[config.mk]
export PLATFORM = sky130hd
export DESIGN_NAME = eamr_top
export DESIGN_NICKNAME = d
export VERILOG_FILES = /design/src/eamr_pkg.sv /design/src/eamr_sync.sv /design/src/eamr_tick.sv /design/src/eamr_top.sv
export SDC_FILE = /design/constraint.sdc
export NUM_CORES = 1
export LEC_CHECK = 0
export BUFFER_PORTS_ARGS = -buffer_cell sky130_fd_sc_hd__buf_2
export CORE_MARGIN = 2
export CORE_UTILIZATION = 42
export CTS_CLUSTER_DIAMETER = 80
export DETAILED_ROUTE_END_ITERATION = 7
export PLACE_DENSITY = 0.65
export SLEW_MARGIN = 10
export SYNTH_ARGS = -nofsm -noshare
export SYNTH_HDL_FRONTEND = slang
export SYNTH_SLANG_ARGS = --single-unit
[constraint.sdc]
create_clock -name i_clk -period 2.6 [get_ports i_clk]
set_input_delay 0.39 -clock i_clk [delete_from_list [all_inputs] [get_ports i_clk]]
set_output_delay 0.39 -clock i_clk [all_outputs]
set_load 0.01 [all_outputs]
[src/eamr_pkg.sv]
`default_nettype none
package eamr_pkg;
  // ---------------------------------------------------------------
  // timing
  // ---------------------------------------------------------------
  localparam int CLK_HZ = 25_000_000;
  localparam int SETTLE_MS = 125;
  localparam int SETTLE_CYC = SETTLE_MS * (CLK_HZ / 1000);
  localparam int MCLK_HZ = 4_096_000;
  localparam int CAL_HOLD_MCLK = 5; // strictly more than four master clocks
  localparam int CAL_HOLD_CYC = (CAL_HOLD_MCLK * CLK_HZ + MCLK_HZ - 1) / MCLK_HZ;
  localparam int SCLK_HALF_CYC = 8;
  localparam int SCLK_HALF_MIN = 4; // two sync flops plus the bus write register and the port register
  localparam int READY_GUARD_CYC = 4; // sync flops plus the converter reacting to calibrate
  localparam int RES_W = 20;
  // ---------------------------------------------------------------
  // board address map
  // ---------------------------------------------------------------
  localparam logic [3:0] REGION_BASE = 4'hc;
  localparam logic [1:0] SINGLE_BOARD = 2'h3;
  localparam logic [11:0] OFF_PORT_A = 12'h000;
  localparam logic [11:0] OFF_PORT_B = 12'h001;
  localparam logic [11:0] OFF_PORT_C = 12'h002;
  localparam logic [11:0] OFF_CTRL = 12'h003;
  localparam logic [11:0] OFF_MUX = 12'h010;
  // ---------------------------------------------------------------
  // parallel interface control word, basic mode
  // ---------------------------------------------------------------
  localparam logic [7:0] CW_MODE0 = 8'h80;
  localparam int CW_A_IN = 4;
  localparam int CW_CHI_IN = 3;
  localparam int CW_B_IN = 1;
  localparam int CW_CLO_IN = 0;
  // direction vector bits, 1 = input
  localparam int DIR_A = 0;
  localparam int DIR_B = 1;
  localparam int DIR_CHI = 2;
  localparam int DIR_CLO = 3;
  // ---------------------------------------------------------------
  // port A lines to the converter, input lines from it
  // ---------------------------------------------------------------
  localparam int PA_RANGE = 0;
  localparam int PA_CAL = 1;
  localparam int PA_CS = 2;
  localparam int PA_SC2 = 3;
  localparam int PA_SCLK = 4;
  localparam int PA_SC1 = 5;
  localparam logic [7:0] PA_RESET = 8'h04; // chip select idle high
  localparam int IN_SERIAL_RESULT_LINE = 0;
  localparam int IN_RDY_N = 1;
  // calibration type {cal_type_sel_hi, cal_type_sel_lo}
  localparam logic [1:0] SC_SELF = 2'b00;
  localparam logic [1:0] SC_OFFSET = 2'b11;
  localparam logic [1:0] SC_GAIN = 2'b01;
  localparam logic [1:0] SC_ONESTEP = 2'b10;
  localparam logic [1:0] CAL_MODE_BAD = 2'd3;
  localparam logic [1:0] CH_OFFSET = 2'd1;
  localparam logic [1:0] CH_GAIN = 2'd2;
  localparam logic [1:0] CH_SIGNAL = 2'd0;

  typedef enum logic [2:0] {CMD_INIT, CMD_MUX, CMD_CONV, CMD_CAL, CMD_READ} eamr_cmd_t;

  // board index to a full bus address
  function automatic logic [15:0] eamr_addr(input logic [1:0] rgn, input logic [11:0] off);
    eamr_addr = {REGION_BASE + {2'b00, rgn}, off};
  endfunction

  // basic-mode control word from the direction vector
  function automatic logic [7:0] eamr_ctrl_word(input logic [3:0] dir);
    logic [7:0] w;
    w = CW_MODE0;
    w[CW_A_IN] = dir[DIR_A];
    w[CW_CHI_IN] = dir[DIR_CHI];
    w[CW_B_IN] = dir[DIR_B];
    w[CW_CLO_IN] = dir[DIR_CLO];
    eamr_ctrl_word = w;
  endfunction
endpackage
`default_nettype wire

[src/eamr_sync.sv]
`timescale 1ns/1ps
`default_nettype none
module eamr_sync #(
  parameter int W = 2
) (
  input wire logic i_clk,
  input wire logic i_rstn,
  input wire logic [W-1:0] i_async,
  output logic [W-1:0] o_sync
);
  logic [W-1:0] meta;
  // two-stage catcher; first stage feeds only the second
  always_ff @(posedge i_clk or negedge i_rstn) begin
    if (!i_rstn) begin
      meta <= '1;
      o_sync <= '1;
    end else begin
      meta <= i_async;
      o_sync <= meta;
    end
  end
endmodule
`default_nettype wire

[src/eamr_tick.sv]
`timescale 1ns/1ps
`default_nettype none
module eamr_tick #(
  parameter int DIV = 8
) (
  input wire logic i_clk,
  input wire logic i_rstn,
  output logic o_tick
);
  localparam int CW = $clog2(DIV + 1);
  logic [CW-1:0] cnt;
  logic [CW-1:0] next_cnt;
  logic next_tick;

  initial begin
    if (DIV < 2) $error("divider too small");
  end

  // free-running divider, one-cycle enable per period
  always_comb begin
    next_tick = (cnt == CW'(DIV - 1));
    next_cnt = next_tick ? '0 : cnt + CW'(1);
  end

  always_ff @(posedge i_clk or negedge i_rstn) begin
    if (!i_rstn) begin
      cnt <= '0;
      o_tick <= 1'b0;
    end else begin
      cnt <= next_cnt;
      o_tick <= next_tick;
    end
  end
endmodule
`default_nettype wire

[src/eamr_top.sv]
`timescale 1ns/1ps
`default_nettype none
// Notes on behaviour
// - board index 0 to 3 maps to address regions C, D, E, F.
// - default node selects stored board; default flag stores the given index.
// - parallel interface set up in basic mode, four independent port directions.
// - after a mode change write every output port; low eight bits only.
// - each value bit is one line, 1 high and 0 low.
// - channel above 3 is rejected with error; multiplexer untouched.
// - select 0-3 unipolar channel, 4-7 bipolar channel.
// - ready sensed on input bit 1, low means result ready.
// - mode 0 self calibration leaves the multiplexer alone.
// - mode 1 uses channel 1 offset step, channel 2 gain step, then 0.
// - mode 2 one-step offset on the current channel.
// - calibration finishes only on ready; mode 3 is an error.
// - a read waits for ready, then samples data twenty times.
// - wait the 125 ms step response after any channel change.
// - port A bit 0 range, 1 calibrate, 2 chip select, 4 serial clock.
// - calibrate line held high over four master clocks.
// - calibration type on bits 5 and 3: 00, 11, 01, 10.
// - chip select low gives MSB first; bits change on falling clock.
module eamr_top
  import eamr_pkg::*;
#(
  parameter int SETTLE = eamr_pkg::SETTLE_CYC,
  parameter int SCLK_HALF = eamr_pkg::SCLK_HALF_CYC,
  parameter int CNT_W = 24
) (
  input wire logic i_clk,
  input wire logic i_rstn,
  input wire logic i_cmd_valid,
  input wire eamr_pkg::eamr_cmd_t i_cmd,
  input wire logic [1:0] i_node,
  input wire logic i_node_dflt,
  input wire logic i_set_default,
  input wire logic [2:0] i_chan,
  input wire logic [1:0] i_cal_mode,
  input wire logic [3:0] i_port_dir,
  input wire logic [7:0] i_val_a,
  input wire logic [7:0] i_val_b,
  input wire logic [3:0] i_val_c_hi,
  input wire logic [3:0] i_val_c_lo,
  input wire logic [1:0] i_buffered_input_port,
  output logic o_bus_wr,
  output logic [15:0] o_bus_addr,
  output logic [7:0] o_bus_data,
  output logic o_busy,
  output logic o_done,
  output logic o_error,
  output logic [eamr_pkg::RES_W-1:0] o_result,
  output logic o_conv_ready,
  output logic [1:0] o_default_board
);
  import eamr_pkg::*;

  initial begin
    if (SCLK_HALF < SCLK_HALF_MIN) $error("serial half period too short");
    if (SETTLE < 1 || SETTLE >= (1 << CNT_W)) $error("settle count does not fit");
    if (CAL_HOLD_CYC >= (1 << CNT_W)) $error("hold count does not fit");
  end

  typedef enum logic [3:0] {
    ST_IDLE, ST_CTRL, ST_PORT, ST_RANGE, ST_MUX, ST_SETTLE, ST_CAL_HI,
    ST_CAL_WAIT, ST_RD_WAIT, ST_RD_RISE, ST_RD_HIGH, ST_RD_END, ST_DONE
  } eamr_state_t;

  // ---------------------------------------------------------------
  // pin inputs and serial clock enable
  // ---------------------------------------------------------------
  logic [1:0] in_s;
  logic tick;
  eamr_sync #(.W(2)) u_sync (
    .i_clk(i_clk),
    .i_rstn(i_rstn),
    .i_async(i_buffered_input_port),
    .o_sync(in_s)
  );
  eamr_tick #(.DIV(SCLK_HALF)) u_tick (
    .i_clk(i_clk),
    .i_rstn(i_rstn),
    .o_tick(tick)
  );
  logic result_ready_n;
  logic serial_result_line;
  assign result_ready_n = in_s[IN_RDY_N];
  assign serial_result_line = in_s[IN_SERIAL_RESULT_LINE];

  // ---------------------------------------------------------------
  // sequencer state
  // ---------------------------------------------------------------
  eamr_state_t state, next_state;
  eamr_cmd_t op, next_op;
  logic [1:0] rgn, next_rgn;
  logic [1:0] default_board_record, next_default_board_record;
  logic [7:0] porta, next_porta;
  logic [1:0] chan, next_chan;
  logic [1:0] cal_mode, next_cal_mode;
  logic [1:0] cal_step, next_cal_step;
  logic [1:0] port_idx, next_port_idx;
  logic [3:0] dir, next_dir;
  logic [23:0] vals, next_vals;
  logic [CNT_W-1:0] cnt, next_cnt;
  logic [4:0] bitn, next_bitn;
  logic [RES_W-1:0] shift, next_shift;
  logic next_wr, next_busy, next_done, next_error, wr_pa;
  logic [15:0] next_addr;
  logic [7:0] next_data;
  logic [RES_W-1:0] next_result;
  logic [1:0] node_eff;

  // next-state and bus-write computation
  always_comb begin
    next_state = state;
    next_op = op;
    next_rgn = rgn;
    next_default_board_record = default_board_record;
    next_porta = porta;
    next_chan = chan;
    next_cal_mode = cal_mode;
    next_cal_step = cal_step;
    next_port_idx = port_idx;
    next_dir = dir;
    next_vals = vals;
    next_cnt = cnt;
    next_bitn = bitn;
    next_shift = shift;
    next_wr = 1'b0;
    next_addr = o_bus_addr;
    next_data = o_bus_data;
    next_busy = o_busy;
    next_done = 1'b0;
    next_error = o_error;
    next_result = o_result;
    wr_pa = 1'b0;
    node_eff = i_node_dflt ? default_board_record : i_node;
    unique case (state)
      ST_IDLE: begin
        if (i_cmd_valid) begin
          next_rgn = node_eff;
          if (i_set_default) next_default_board_record = node_eff;
          next_op = i_cmd;
          next_busy = 1'b1;
          next_error = 1'b0;
          next_cal_mode = i_cal_mode;
          next_cal_step = 2'd0;
          next_dir = i_port_dir;
          next_vals = {i_val_a, i_val_b, i_val_c_hi, i_val_c_lo};
          unique case (i_cmd)
            CMD_INIT: next_state = ST_CTRL;
            CMD_MUX: begin
              if (i_chan[2]) begin
                next_error = 1'b1;
                next_state = ST_DONE;
              end else begin
                next_chan = i_chan[1:0];
                next_state = ST_MUX;
              end
            end
            CMD_CONV: begin
              next_chan = i_chan[1:0];
              next_porta[PA_RANGE] = i_chan[2];
              next_state = ST_RANGE;
            end
            CMD_CAL: begin
              if (i_cal_mode == CAL_MODE_BAD) begin
                next_error = 1'b1;
                next_state = ST_DONE;
              end else if (i_cal_mode == 2'd1) begin
                next_chan = CH_OFFSET;
                next_state = ST_MUX;
              end else begin
                {next_porta[PA_SC1], next_porta[PA_SC2]} = i_cal_mode[1] ? SC_ONESTEP : SC_SELF;
                next_porta[PA_CAL] = 1'b1;
                wr_pa = 1'b1;
                next_cnt = CNT_W'(CAL_HOLD_CYC);
                next_state = ST_CAL_HI;
              end
            end
            CMD_READ: next_state = ST_RD_WAIT;
            default: begin
              next_error = 1'b1;
              next_state = ST_DONE;
            end
          endcase
        end
      end
      // mode word first; the board then holds all outputs low
      ST_CTRL: begin
        next_wr = 1'b1;
        next_addr = eamr_addr(rgn, OFF_CTRL);
        next_data = eamr_ctrl_word(dir);
        next_port_idx = 2'd0;
        next_state = ST_PORT;
      end
      // restore each output port straight after the mode change
      ST_PORT: begin
        next_port_idx = port_idx + 2'd1;
        unique case (port_idx)
          2'd0: begin
            if (!dir[DIR_A]) begin
              next_wr = 1'b1;
              next_addr = eamr_addr(rgn, OFF_PORT_A);
              next_data = vals[23:16];
              next_porta = vals[23:16];
            end
          end
          2'd1: begin
            if (!dir[DIR_B]) begin
              next_wr = 1'b1;
              next_addr = eamr_addr(rgn, OFF_PORT_B);
              next_data = vals[15:8];
            end
          end
          default: begin
            if (!dir[DIR_CHI] || !dir[DIR_CLO]) begin
              next_wr = 1'b1;
              next_addr = eamr_addr(rgn, OFF_PORT_C);
              next_data = vals[7:0];
            end
            next_state = ST_DONE;
          end
        endcase
      end
      ST_RANGE: begin
        wr_pa = 1'b1;
        next_state = ST_MUX;
      end
      ST_MUX: begin
        next_wr = 1'b1;
        next_addr = eamr_addr(rgn, OFF_MUX);
        next_data = {6'h00, chan};
        next_cnt = CNT_W'(SETTLE);
        next_state = ST_SETTLE;
      end
      ST_SETTLE: begin
        if (cnt != '0) begin
          next_cnt = cnt - CNT_W'(1);
        end else if (op == CMD_CAL && cal_step != 2'd2) begin
          {next_porta[PA_SC1], next_porta[PA_SC2]} = (cal_step == 2'd0) ? SC_OFFSET : SC_GAIN;
          next_porta[PA_CAL] = 1'b1;
          wr_pa = 1'b1;
          next_cnt = CNT_W'(CAL_HOLD_CYC);
          next_state = ST_CAL_HI;
        end else begin
          next_state = ST_DONE;
        end
      end
      ST_CAL_HI: begin
        if (cnt != '0) begin
          next_cnt = cnt - CNT_W'(1);
        end else begin
          next_porta[PA_CAL] = 1'b0;
          wr_pa = 1'b1;
          next_cnt = CNT_W'(READY_GUARD_CYC);
          next_state = ST_CAL_WAIT;
        end
      end
      // no completion until the converter reports ready; the guard skips
      // the stale ready level still in the sync flops after calibrate falls
      ST_CAL_WAIT: begin
        if (cnt != '0) begin
          next_cnt = cnt - CNT_W'(1);
        end else if (!result_ready_n) begin
          if (cal_mode == 2'd1) begin
            next_cal_step = cal_step + 2'd1;
            next_chan = (cal_step == 2'd0) ? CH_GAIN : CH_SIGNAL;
            next_state = ST_MUX;
          end else begin
            next_state = ST_DONE;
          end
        end
      end
      ST_RD_WAIT: begin
        if (!result_ready_n) begin
          next_porta[PA_CS] = 1'b0;
          next_porta[PA_SCLK] = 1'b0;
          wr_pa = 1'b1;
          next_bitn = 5'd0;
          next_state = ST_RD_RISE;
        end
      end
      ST_RD_RISE: begin
        if (tick) begin
          next_porta[PA_SCLK] = 1'b1;
          wr_pa = 1'b1;
          next_state = ST_RD_HIGH;
        end
      end
      // sample before the falling edge moves the line on
      ST_RD_HIGH: begin
        if (tick) begin
          next_shift = {shift[RES_W-2:0], serial_result_line};
          next_porta[PA_SCLK] = 1'b0;
          wr_pa = 1'b1;
          if (bitn == 5'(RES_W - 1)) begin
            next_state = ST_RD_END;
          end else begin
            next_bitn = bitn + 5'd1;
            next_state = ST_RD_RISE;
          end
        end
      end
      ST_RD_END: begin
        next_porta[PA_CS] = 1'b1;
        wr_pa = 1'b1;
        next_result = shift;
        next_state = ST_DONE;
      end
      ST_DONE: begin
        next_done = 1'b1;
        next_busy = 1'b0;
        next_state = ST_IDLE;
      end
      default: next_state = ST_IDLE;
    endcase
    if (wr_pa) begin
      next_wr = 1'b1;
      next_addr = eamr_addr(next_rgn, OFF_PORT_A);
      next_data = next_porta;
    end
  end

  // registers
  always_ff @(posedge i_clk or negedge i_rstn) begin
    if (!i_rstn) begin
      state <= ST_IDLE;
      op <= CMD_INIT;
      rgn <= SINGLE_BOARD;
      default_board_record <= SINGLE_BOARD;
      porta <= PA_RESET;
      chan <= 2'd0;
      cal_mode <= 2'd0;
      cal_step <= 2'd0;
      port_idx <= 2'd0;
      dir <= 4'h0;
      vals <= 24'h000000;
      cnt <= '0;
      bitn <= 5'd0;
      shift <= '0;
      o_bus_wr <= 1'b0;
      o_bus_addr <= 16'h0000;
      o_bus_data <= 8'h00;
      o_busy <= 1'b0;
      o_done <= 1'b0;
      o_error <= 1'b0;
      o_result <= '0;
      o_conv_ready <= 1'b0;
      o_default_board <= SINGLE_BOARD;
    end else begin
      state <= next_state;
      op <= next_op;
      rgn <= next_rgn;
      default_board_record <= next_default_board_record;
      porta <= next_porta;
      chan <= next_chan;
      cal_mode <= next_cal_mode;
      cal_step <= next_cal_step;
      port_idx <= next_port_idx;
      dir <= next_dir;
      vals <= next_vals;
      cnt <= next_cnt;
      bitn <= next_bitn;
      shift <= next_shift;
      o_bus_wr <= next_wr;
      o_bus_addr <= next_addr;
      o_bus_data <= next_data;
      o_busy <= next_busy;
      o_done <= next_done;
      o_error <= next_error;
      o_result <= next_result;
      o_conv_ready <= !result_ready_n;
      o_default_board <= next_default_board_record;
    end
  end

  localparam int HOLD_LAST = 0;
endmodule
`default_nettype wire

# Word level (Yosys, flattened, before mapping)
# Index checks and enable logic that the tools add are counted.
# totals
output_inout_bits	51
regBits	162
word_cells	230
# op_classes
n_reduce_logical	31
n_mux	119
addsub	7
n_eq_ne	47
# ops
op	count
24-bit 2-to-1 mux	8
24-bit case mux with 5 select lines	1
16-bit 2-to-1 mux	4
4-bit 2-to-1 mux	14
8-bit 2-to-1 mux	6
16-bit case mux with 3 select lines	1
4-bit case mux with 12 select lines	1
2-bit 2-to-1 mux	21
1-bit 2-to-1 mux	40
16-bit case mux with 2 select lines	1
2-bit inequality test (second input constant)	13
8-bit case mux with 3 select lines	1
24-bit nonzero test	1
24-bit by 1-bit subtractor with 24-bit output (second input constant)	1
4-bit by 3-bit equality test with 1-bit output (second input constant)	5
4-bit equality test (second input constant)	5
4-bit case mux with 5 select lines	1
9-bit AND reduction	2
8-bit case mux with 2 select lines	1
5-bit 2-to-1 mux	3
3-bit inequality test (second input constant)	4
1-bit case mux with 3 select lines	4
2-bit case mux with 2 select lines	3
5-bit case mux with 2 select lines	1
other kinds (36)	62

# Longest topological paths before layout
# Gate-level depths: netlist of the first run.
# logic_depth
ltp_word	8
depth_mapped	10

# By module
# A second synthesis of the first run with hierarchy kept.
# hier_totals
cells_unflattened	702
area_unflattened_um2	7440.9
# modules_own_cells
module	seq_area_each_um2	n_inst	area_per_inst_um2	cells_per_inst
eamr_top	3584.7	1	7151.9	686
eamr_tick	125.1	1	183.9	12
eamr_sync	105.1	1	105.1	4

# Least setup slack after synthesis of the first run
# Ideal clock, no wire load.
# synth_timing
kind	reg2reg
from	reg cnt[0]
to	reg o_bus_data[1]
t_arrival_ps	2526
path_buffers	1
synth_period_minus_slack_ps	2652
setup_slack_ps	-52
stages_incl_launch_ff	10
setup_time_ps	126
path_cell_list	dfrtp_1 -> inv_1 -> ha_1 -> or4b_1 -> or3_1 -> or3_1 -> buf_6 -> o41ai_4 -> o21ai_2 -> a221o_1
# synth_via
elab_cells_between_ends	13
# synth_rtl
item	line	text
start: declaration	eamr_top.sv:102	logic [CNT_W-1:0] cnt, next_cnt;
start signal: assignment	eamr_top.sv:361	cnt <= next_cnt;
24-bit nonzero test (*)	eamr_top.sv:236, eamr_top.sv:249	
1-bit 2-to-1 mux, on equally long branches	eamr_top.sv:249, eamr_top.sv:236	
1-bit case mux with 4 select lines (*)	eamr_top.sv:136	unique case (state)
net next_porta[1]	eamr_top.sv:95	logic [7:0] porta, next_porta;
8-bit 2-to-1 mux (*)	eamr_top.sv:316	if (wr_pa) begin
end signal: assignment	eamr_top.sv:366	o_bus_data <= next_data;
end: declaration	eamr_top.sv:46	output logic [7:0] o_bus_data,
# The timed path passes the listed nets; every way through them passes the cells marked *.
# A chain may end at the register's enable or synchronous reset.

# Final worst setup path of the first run
# Ends and elaborated chain as after synthesis.

==> run metrics, run 1 <==
status complete, no violations; worst reg2reg endpoint o_bus_data[1]$_DFFE_PN0P_; number of nets with antenna violations after routing 0; die width 138 um; Syn Area/Cell 10.7 um2; placed insts 1039; clock-pin slew on the worst setup and hold paths 70 ps; final setup violation count 0; Max Slew Vio Count 0; DIE HEIGHT 138 um; Port Buffers 86; Ys Warns 0; synth unique cells 70; Inserted Diodes 0; Ports 96; Placement Cell Area 8550 um2; crit-path max cell delay 480 ps; routed len/inst 18.7 um; routed vias 6176; final RePlAce weighted congestion 0.899; WS Path Type reg2reg; worst relative slew slack 43.5%; post-layout min period 2590 ps; drt pass-1 iters 5; Iteration-0 DRC Markers 393; CP bufs+invs 1; final instance area 9300 um2; H-tree levels 4; floorplan row count 48; share of layout cells above drive strength 1 35.5%; Hold Path Origin i_buffered_input_port[1]; Gate Count Post-Synth 705; Synth area leaders dfrtp_1 48%, mux2_2 12%, a21oi_1 3.5%; Top FF cell, synth dfrtp_1; Max Cap Viol 0; layout net count 891; Synth async-reset ratio 100%; crit path max fanout 3; simple-gate area share of the yosys netlist 13.3%; Worst-Margin Slew 845 ps; root buffer cell clkbuf_16; VDD IR max 664 uV; Highest Clock Rate 0.387 GHz; final period utilization 99.5%; non-filler cells, final 1075; drt total wl 20100 um; XOR/XNOR Fraction of Synth Area 0.582%; multiplexer area fraction after synthesis 12.5%; Compound-Gate Fraction of Synth Area 17.2%; Critical Path End Type flip-flop; Fin. Hold Viols 0; Yosys top cell area share 47.6%; first-pass GRT wire length 32500 um; initial core utilization 43.2%; DP Wirelength 14200 um; Worst Setup Start Kind flip-flop; vias in the first global route 6285; gr ovfl total 0; Setup TNS 0 ps; cell taking the most area after synthesis dfrtp_1; CP arrival 2900 ps; area grow syn2layout 23.6%; Crit. path cell count 8; Slowest cell on crit path or4b_4; R2R depth 8; FF-to-FF setup slack 10 ps; r2r startpoint cnt[0]$_DFFE_PN0P_; crit path from cnt[0]$_DFFE_PN0P_; largest net degree at the start of global routing 55; largest family of logic cells by synthesized area compound AO/OA/AOI/OAI gates; sequential fraction of the synthesis area 50.7%; insertion delay to the later sink of the worst-skew pair 430 ps; GR Util All Layers 22.2%; number of synthesized register bits 152; WP data required 2920 ps; clk buf depth 2; most frequent CP cell or3_4; cts bufs inserted 17; Top delay family on crit path simple AND/OR/NAND/NOR gates; Leakage 4.35 nW; end of the critical path o_bus_data[1]$_DFFE_PN0P_; die area 19000 um2; Cell Chain, Critical Path inv_2 -> ha_1 -> or4b_4 -> or3_4 -> or3_4 -> o41ai_4 -> o21ai_2 -> a221o_1; # clock sinks 152; hold slack 51.8 ps; DR vias/cell 5.75; post-synthesis adder-cell area fraction 1.50%; number of synthesized flops with an enable pin 0; RSZ-0062 raised after global routing true; TritonCTS clock tree built; worst clock skew 6.60 ps; CORE AREA 17400 um2; pwr/cell area 1140 nW/um2; DRC 0; worst hold path type in2reg; Pwr Total 10.6 mW; Post-Syn Area 7520 um2; antenna violations before repair 0
==> cells in the mapped netlist, drive strengths merged (3+ instances only) <==
master  count
a21o        7
nor4b       3
ha          9
o21a        3
nor2       43
o221ai      3
nand2      48
nand3      19
or3        16
buf        22
dfrtp     143
a31oi      10
a21oi      53
or4         4
o41ai       4
nor2b       7
nor3       25
inv        19
a221oi      3
o21ai      41
mux2i       7
and3        3
or2         4
xor2        4
clkbuf     26
o211ai      5
a211oi      6
a22oi       8
nor4        4
nand2b      8
mux2       77
dfstp       9
o22ai       3
o31ai       3
a22o        9
nand4       3
a221o       8
o311ai      5
==> layer usage <==
layer	track usage (%)	wire, um	share of wire, %	vias up
li1	-	-	-	2853
met4	6.75	234	1.2	0
met2	36.0	9770	49	192
met5	0	0	0	-
met1	29.3	8790	44	3113
met3	5.63	1270	6.3	18
==> flip-flops by register name, summed over array words and instances (netlist names), 3 cells and up <==
name,cells
bitn,5
cnt,24
dir,4
o_bus_addr,6
o_bus_data,8
o_result,20
op,3
porta,8
shift,20
state,4
u_tick.cnt,4
vals,24
==> layout make-up <==
class	count	area, um2
well taps	225	282
clock inverters	15	198
clock buffers	17	425
inverters	21	78.8
multi-input cells	492	3510
flip-flops and latches	152	3820
fillers	1520	8120
repair buffers	153	982
==> per-stage QoR <==
step | utilization [%] | worst slack (ps)
4_1_cts | 52.9 | 12.9
2_1_floorplan | - | -11.9
6_report | 53.4 | 13.0
3_3_place_gp | 49.1 | -53.1
5_1_grt | 53.4 | -90.5
3_5_place_dp | 49.1 | -136
==> cells by family (layout without fill, tap and decap cells) <==
kind of cell	count (synthesis)	count (layout)
compound gates	188	188
xor+xnor	5	5
fa+ha+maj	9	9
buf+inv	69	206
flops	152	152
mux	84	84
other cells	1	9
simple gates	197	197
==> cell usage in the layout, fill, tap and decap left out, drive strengths merged, types with 4 or more instances in the layout <==
cell and n:
o41ai 4, a211oi 6, or3 16, nor3 25, o21ai 41, conb 9
clkbuf 17, a21oi 53, a22oi 8, dfrtp 143, nand2 48, clkinv 4
nand2b 8, nor2b 7, mux2i 7, a31oi 10, a21o 7, nor2 43
or2 4, o311ai 5, buf 152, or4 4, nor4 4, o211ai 5
inv 29, ha 9, xor2 4, a221o 8, mux2 77, nand3 19
a22o 9, dfstp 9
==> worst min path at each step <==
stage / endpoint / cells past startpoint
final: u_sync.meta[1]$_DFF_PN1_ / 1
after global routing: u_sync.meta[0]$_DFF_PN1_ / 1
after CTS: u_sync.meta[1]$_DFF_PN1_ / 1
after detailed placement: u_sync.o_sync[1]$_DFF_PN1_ / 0
after global placement: u_sync.o_sync[1]$_DFF_PN1_ / 0
after floorplan: bitn[0]$_DFFE_PN0P_ / 0
==> power by group <==
group / total (mW) / internal, mW / switching [mW]
sequential: 3.67 / 3.09 / 0.582
clock: 2.63 / 1.48 / 1.16
combinational: 4.31 / 1.91 / 2.39
==> what timing repair did <==
| action | CTS | global route |
|---|---|---|
| hold buffers | 1 | 0 |
| gates cloned | 0 | 1 |
| hold endpoints to repair | 41 | 0 |
| resized for setup | 8 | 16 |
| setup endpoints to repair | 18 | 38 |
| pin swaps | 1 | 5 |
| buffers inserted | 1 | 1 |
(Power assumes the default switching activity.)
==> run 2: changes to the inputs <==
- REMOVE_ABC_BUFFERS: unset -> 1
==> run 2 against run 1 <==
The flow now finishes with violations (negative setup slack). Non-clock buffer count grew 5. Wire length down 8.2%. Sequential share of layout area increased by 0.14 points. Worst setup slack got worse by 35 ps. Hold slack better by 7.4 ps. Clock power is 10% lower. Clock skew increased by 6.1 ps. Register-to-register slack lost 30 ps. Global-route usage fell by 1.8 points. Final cell count increased by 0.47%. Final area decreased by 0.38%. Largest power group unchanged.
==> run metrics, run 2 (synthesis results as in run 1) <==
WP data required 2910 ps (about the same); drt total wl 18400 um (-8.2%); final period utilization 101% (+1.3 points); VDD IR max 649 uV (-2.3%); GR Util All Layers 20.4% (-1.8 points); Clk pwr share 23.1% (-1.7 points); H-tree levels 4 (unchanged); first-pass GRT wire length 30000 um (-7.8%); Fin. Hold Viols 0 (unchanged); layout net count 896 (+0.56%); Highest Clock Rate 0.381 GHz (-1.3%); share of layout cells above drive strength 1 35.9% (+0.38 points); Sequential Power Share 35.4% (+0.8 points); root buffer cell clkbuf_16; pwr/cell area 1100 nW/um2 (-3.4%); DR vias/cell 5.64 (-1.9%); die width 138 um (unchanged); CP arrival 2930 ps (+30 ps); Final WS setup -21.9 ps (-34.9 ps); dpl ws -136 ps (+0.669 ps); combinational power share 41.5% (+0.9 points); Leakage 4.35 nW (about the same); Sw Pwr 3.90 mW (-5.5%); status finished with violations; Ports 96 (unchanged); TritonCTS clock tree built; Worst Setup Start Kind flip-flop; Max Cap Viol 0 (unchanged); non-filler cells, final 1080 (+0.47%); Sw Ratio 38.2% (-0.72 points); # clock sinks 152 (unchanged); failing checks negative setup slack; CORE AREA 17400 um2 (unchanged); floorplan row count 48 (unchanged); largest net degree at the start of global routing 76 (+38%); final instance area 9260 um2 (-0.38%); hold slack 59.2 ps (+7.41 ps); clock-pin slew on the worst setup and hold paths 70 ps (about the same); gr ovfl total 0 (unchanged); drt pass-1 iters 5 (unchanged); Critical Path End Type flip-flop; final setup violation count 1 (+1); Worst-Margin Slew 787 ps (-57.2 ps); worst relative slew slack 47.2% (+3.7 points); Setup TNS -21.9 ps (-21.9 ps); final RePlAce weighted congestion 0.873 (-2.8%); DIE HEIGHT 138 um (unchanged); leading registers by flop count cnt: 24 flops, vals: 24 flops; antenna violations before repair 0 (unchanged); RSZ-0062 raised after global routing true; DRC 0 (unchanged); vias in the first global route 5855 (-6.8%); WS Path Type reg2reg; post-layout min period 2620 ps (+34.9 ps); Pwr Total 10.2 mW (-3.7%); commonest non-fill, non-tap cells in the layout 143 x dfrtp_1, 85 x buf_2, 77 x mux2_2; initial core utilization 43.2% (unchanged); number of nets with antenna violations after routing 0 (unchanged); routed len/inst 17.0 um (-8.7%); clk buf depth 2 (unchanged); crit path max fanout 3 (unchanged); die area 19000 um2 (unchanged); post-layout util 53.2% (-0.20 points); placed insts 1045 (+0.58%); Port Buffers 86 (unchanged); cts bufs inserted 17 (unchanged); Max Slew Vio Count 0 (unchanged); commonest non-fill, non-tap cell in the layout dfrtp_1; area grow syn2layout 23.1%; Placement Cell Area 8580 um2 (+0.31%); design internal power 6.31 mW (-2.6%); routed vias 6088 (-1.4%); insertion delay to the later sink of the worst-skew pair 420 ps (about the same); Iteration-0 DRC Markers 497 (+26%); Inserted Diodes 0 (unchanged); worst hold path type in2reg; DP Wirelength 13200 um (-6.7%); worst clock skew 12.7 ps (+6.06 ps)
-- run 2: power groups by stage --
stage	logic [mW]	clock network [mW]	registers, mW
final	4.24	2.36	3.62
after floorplan	2.35	0	3.67
after global placement	4.03	0	3.62
after detailed placement	4.09	0	3.63
after CTS	4.13	2.41	3.60
after global routing	4.68	2.54	3.71
-- run 2: area by class of cell --
class	instances	area, um2
Clock inverter	14	129
Timing Repair Buffer	158	1010
Tap cell	225	282
Sequential cell	152	3810
Fill cell	1569	8160
Clock buffer	18	439
Inverter	21	78.8
Multi-Input combinational cell	492	3500
-- run 2: final timing paths --
kind / from / endpoint / slack (ps) / cells after the start
max reg2reg: cnt[0]$_DFFE_PN0P_ / o_bus_data[1]$_DFFE_PN0P_ / -20 / 8
min in group asynchronous: i_rstn / o_result[17]$_DFFE_PN0P_ / 470 / 2
max: cnt[0]$_DFFE_PN0P_ / o_bus_data[1]$_DFFE_PN0P_ / -20 / 8
min reg2reg: u_sync.meta[1]$_DFF_PN1_ / u_sync.o_sync[1]$_DFF_PN1_ / 350 / 0
min: i_buffered_input_port[0] / u_sync.meta[0]$_DFF_PN1_ / 60 / 1
max in group asynchronous: i_rstn / porta[2]$_DFF_PN1_ / 1350 / 3
-- run 2: routing by layer --
layer / track usage [%] / vias up / share of wire [%]
li1: - / 2860 / -
met1: 30.0 / 3024 / 47
met2: 30.7 / 181 / 46
met3: 4.08 / 23 / 5.3
met4: 5.56 / 0 / 1.3
met5: 0 / - / 0
-- run 2: timing repair --
item	CTS	global route
pin swaps	0	3
cloned	0	0
hold buffers	1	0
resized for setup	7	15
endpoints found under the hold margin	40	0
setup endpoints to repair	13	28
setup buffers	0	2
-- run 2: worst max-delay path: stages (launching register included) --
cell and delay (ps):
dfrtp_1 380, inv_2 60, ha_1 120, or4b_4 470, or3_4 360, or3_4 390, o41ai_4 310, o21ai_2 110
a221o_1 310
==> run 3: changes to the inputs <==
- CORE_ASPECT_RATIO: unset -> 0.5
- SKIP_LAST_GASP: unset -> 1
==> run 3 against run 2 <==
The run still ends with negative setup slack left. Clock skew is essentially flat. Global-route usage up 0.84 points. Clock-buffer cell count rose by 2. Highest routed layer unchanged.
==> run metrics, run 3 (synthesis results as in run 1) <==
crit path max fanout 3 (unchanged); final period utilization 102% (+0.90 points); hold slack 61.7 ps (+2.50 ps); commonest non-fill, non-tap cell in the layout dfrtp_1; crit-path max cell delay 460 ps (about the same); layout filler cell count 1584 (+0.96%); TritonCTS clock tree built; Setup TNS -45.4 ps (-23.5 ps); initial core utilization 43.1% (-0.062 points); worst clock skew 12.8 ps (+0.144 ps); Port Buffers 86 (unchanged); Slowest cell on crit path or4b_4; FF-to-FF setup slack -50 ps (-20 ps); area grow syn2layout 23.8%; worst relative slew slack 47.0% (-0.18 points); vias in the first global route 6184 (+5.6%); dpl ws -148 ps (-12.5 ps); CP arrival 2960 ps (+30 ps); Iteration-0 DRC Markers 464 (-6.6%); GR Util All Layers 21.2% (+0.84 points); Leakage 4.37 nW (+0.37%); RSZ-0062 raised after global routing true; clock-pin slew on the worst setup and hold paths 70 ps (about the same); post-layout min period 2650 ps (+23.5 ps); post-layout util 53.4% (+0.19 points); area of the multi-input gates 3530 um2 (+0.71%); routed vias 6068 (-0.33%); # clock sinks 152 (unchanged); floorplan row count 34 (-29%); Ports 96 (unchanged); Max Slew Vio Count 0 (unchanged); antenna violations before repair 0 (unchanged); die width 193 um (+40%); WP data required 2920 ps (about the same); Pwr Total 10.4 mW (+1.9%); Cell Chain, Critical Path inv_2 -> ha_4 -> or4b_4 -> or3_4 -> or3_4 -> o41ai_4 -> o21ai_2 -> a221o_1; Inserted Diodes 0 (unchanged); pwr/cell area 1120 nW/um2 (+1.3%); die area 19100 um2 (+0.34%); DIE HEIGHT 98.6 um (-28%); Placement Cell Area 8610 um2 (+0.36%); largest net degree at the start of global routing 56 (-26%); CORE AREA 17400 um2 (+0.14%); Max Cap Viol 0 (unchanged); failing checks negative setup slack; Final WS setup -45.4 ps (-23.5 ps); gr ovfl total 0 (unchanged); first-pass GRT wire length 32400 um (+8.1%); drt pass-1 iters 5 (unchanged); Worst Setup Start Kind flip-flop; worst hold path type in2reg; DP Wirelength 13900 um (+4.9%); most frequent CP cell or3_4; Fin. Hold Viols 0 (unchanged); Critical Path End Type flip-flop; commonest non-fill, non-tap cells in the layout 143 x dfrtp_1, 86 x buf_2, 77 x mux2_2; placed insts 1056 (+1.1%); root buffer cell clkbuf_16; DR vias/cell 5.56 (-1.3%); non-filler cells, final 1091 (+1.0%); H-tree levels 4 (unchanged); Highest Clock Rate 0.378 GHz (-0.89%); DRC 0 (unchanged); leading registers by flop count cnt: 24 flops, vals: 24 flops; final instance area 9310 um2 (+0.50%); routed len/inst 17.8 um (+4.5%); final RePlAce weighted congestion 0.887 (+1.5%); number of nets with antenna violations after routing 0 (unchanged); cts bufs inserted 17 (unchanged); status finished with violations; WS Path Type reg2reg; VDD IR max 714 uV (+10%); Worst-Margin Slew 790 ps (+2.68 ps); insertion delay to the later sink of the worst-skew pair 430 ps (about the same); clk buf depth 2 (unchanged); FF/Latch Area 3810 um2 (unchanged); final setup violation count 1 (unchanged); share of layout cells above drive strength 1 35.7% (-0.20 points); drt total wl 19400 um (+5.5%); layout net count 898 (+0.22%)
==> run 3: cell count changes in the layout (fill, tap and decap cells not counted), moves of 2 or more <==
| cell | before | now |
|---|---|---|
| clkinvlp_4 | 0 | 2 |
| or3_1 | 11 | 13 |
| inv_6 | 5 | 2 |
| or3_4 | 5 | 3 |
==> run 3: final cells by class <==
cell class	count	share of cell area (%)
repair buffers	160	11.0
clock buffers	20	4.91
inverters	21	0.847
clock inverters	12	1.17
flip-flops and latches	152	41.0
multi-input cells	492	37.9
well taps	234	3.15
==> run 3: worst max-delay path: cells and delay by family (launching register included) <==
| kind | cells | cell delay [ps] |
|---|---|---|
| adders and majority gates | 1 | 120 |
| AOI/OAI and AO/OA | 3 | 730 |
| buffers and inverters | 1 | 90 |
| DFF | 1 | 390 |
| and+or+nand+nor | 3 | 1220 |
==> run 3: worst paths after layout <==
path / from / end / cells after the start
max: cnt[0]$_DFFE_PN0P_ / o_bus_data[1]$_DFFE_PN0P_ / 8
min: i_buffered_input_port[1] / u_sync.meta[1]$_DFF_PN1_ / 1
max reg2reg: cnt[0]$_DFFE_PN0P_ / o_bus_data[1]$_DFFE_PN0P_ / 8
min reg2reg: u_sync.meta[1]$_DFF_PN1_ / u_sync.o_sync[1]$_DFF_PN1_ / 0
max in group asynchronous: i_rstn / porta[2]$_DFF_PN1_ / 3
min in group asynchronous: i_rstn / o_bus_data[3]$_DFFE_PN0P_ / 2
==> run 3: power by group <==
part / switching (mW) / internal [mW] / leakage [nW] / total (mW)
combinational: 2.42 / 2.00 / 2.16 / 4.42
sequential: 0.514 / 3.09 / 1.94 / 3.60
clock: 1.08 / 1.31 / 0.275 / 2.38
total: 4.01 / 6.39 / 4.37 / 10.4
==> run 3: routing by layer <==
layer / share of wire [%] / track usage (%) / wire length [um]
met1: 47 / 29.2 / 9180
met2: 46 / 33.2 / 8890
met3: 5.8 / 5.89 / 1120
met4: 1.2 / 5.75 / 239
met5: 0 / 0 / 0
==> run 3: repair_timing <==
item,CTS,global route
setup buffers,0,2
cloned,0,1
resized for setup,6,17
pin swaps,1,5
endpoints found under the hold margin,50,0
hold buffers,1,0
endpoints found under the setup margin,24,29
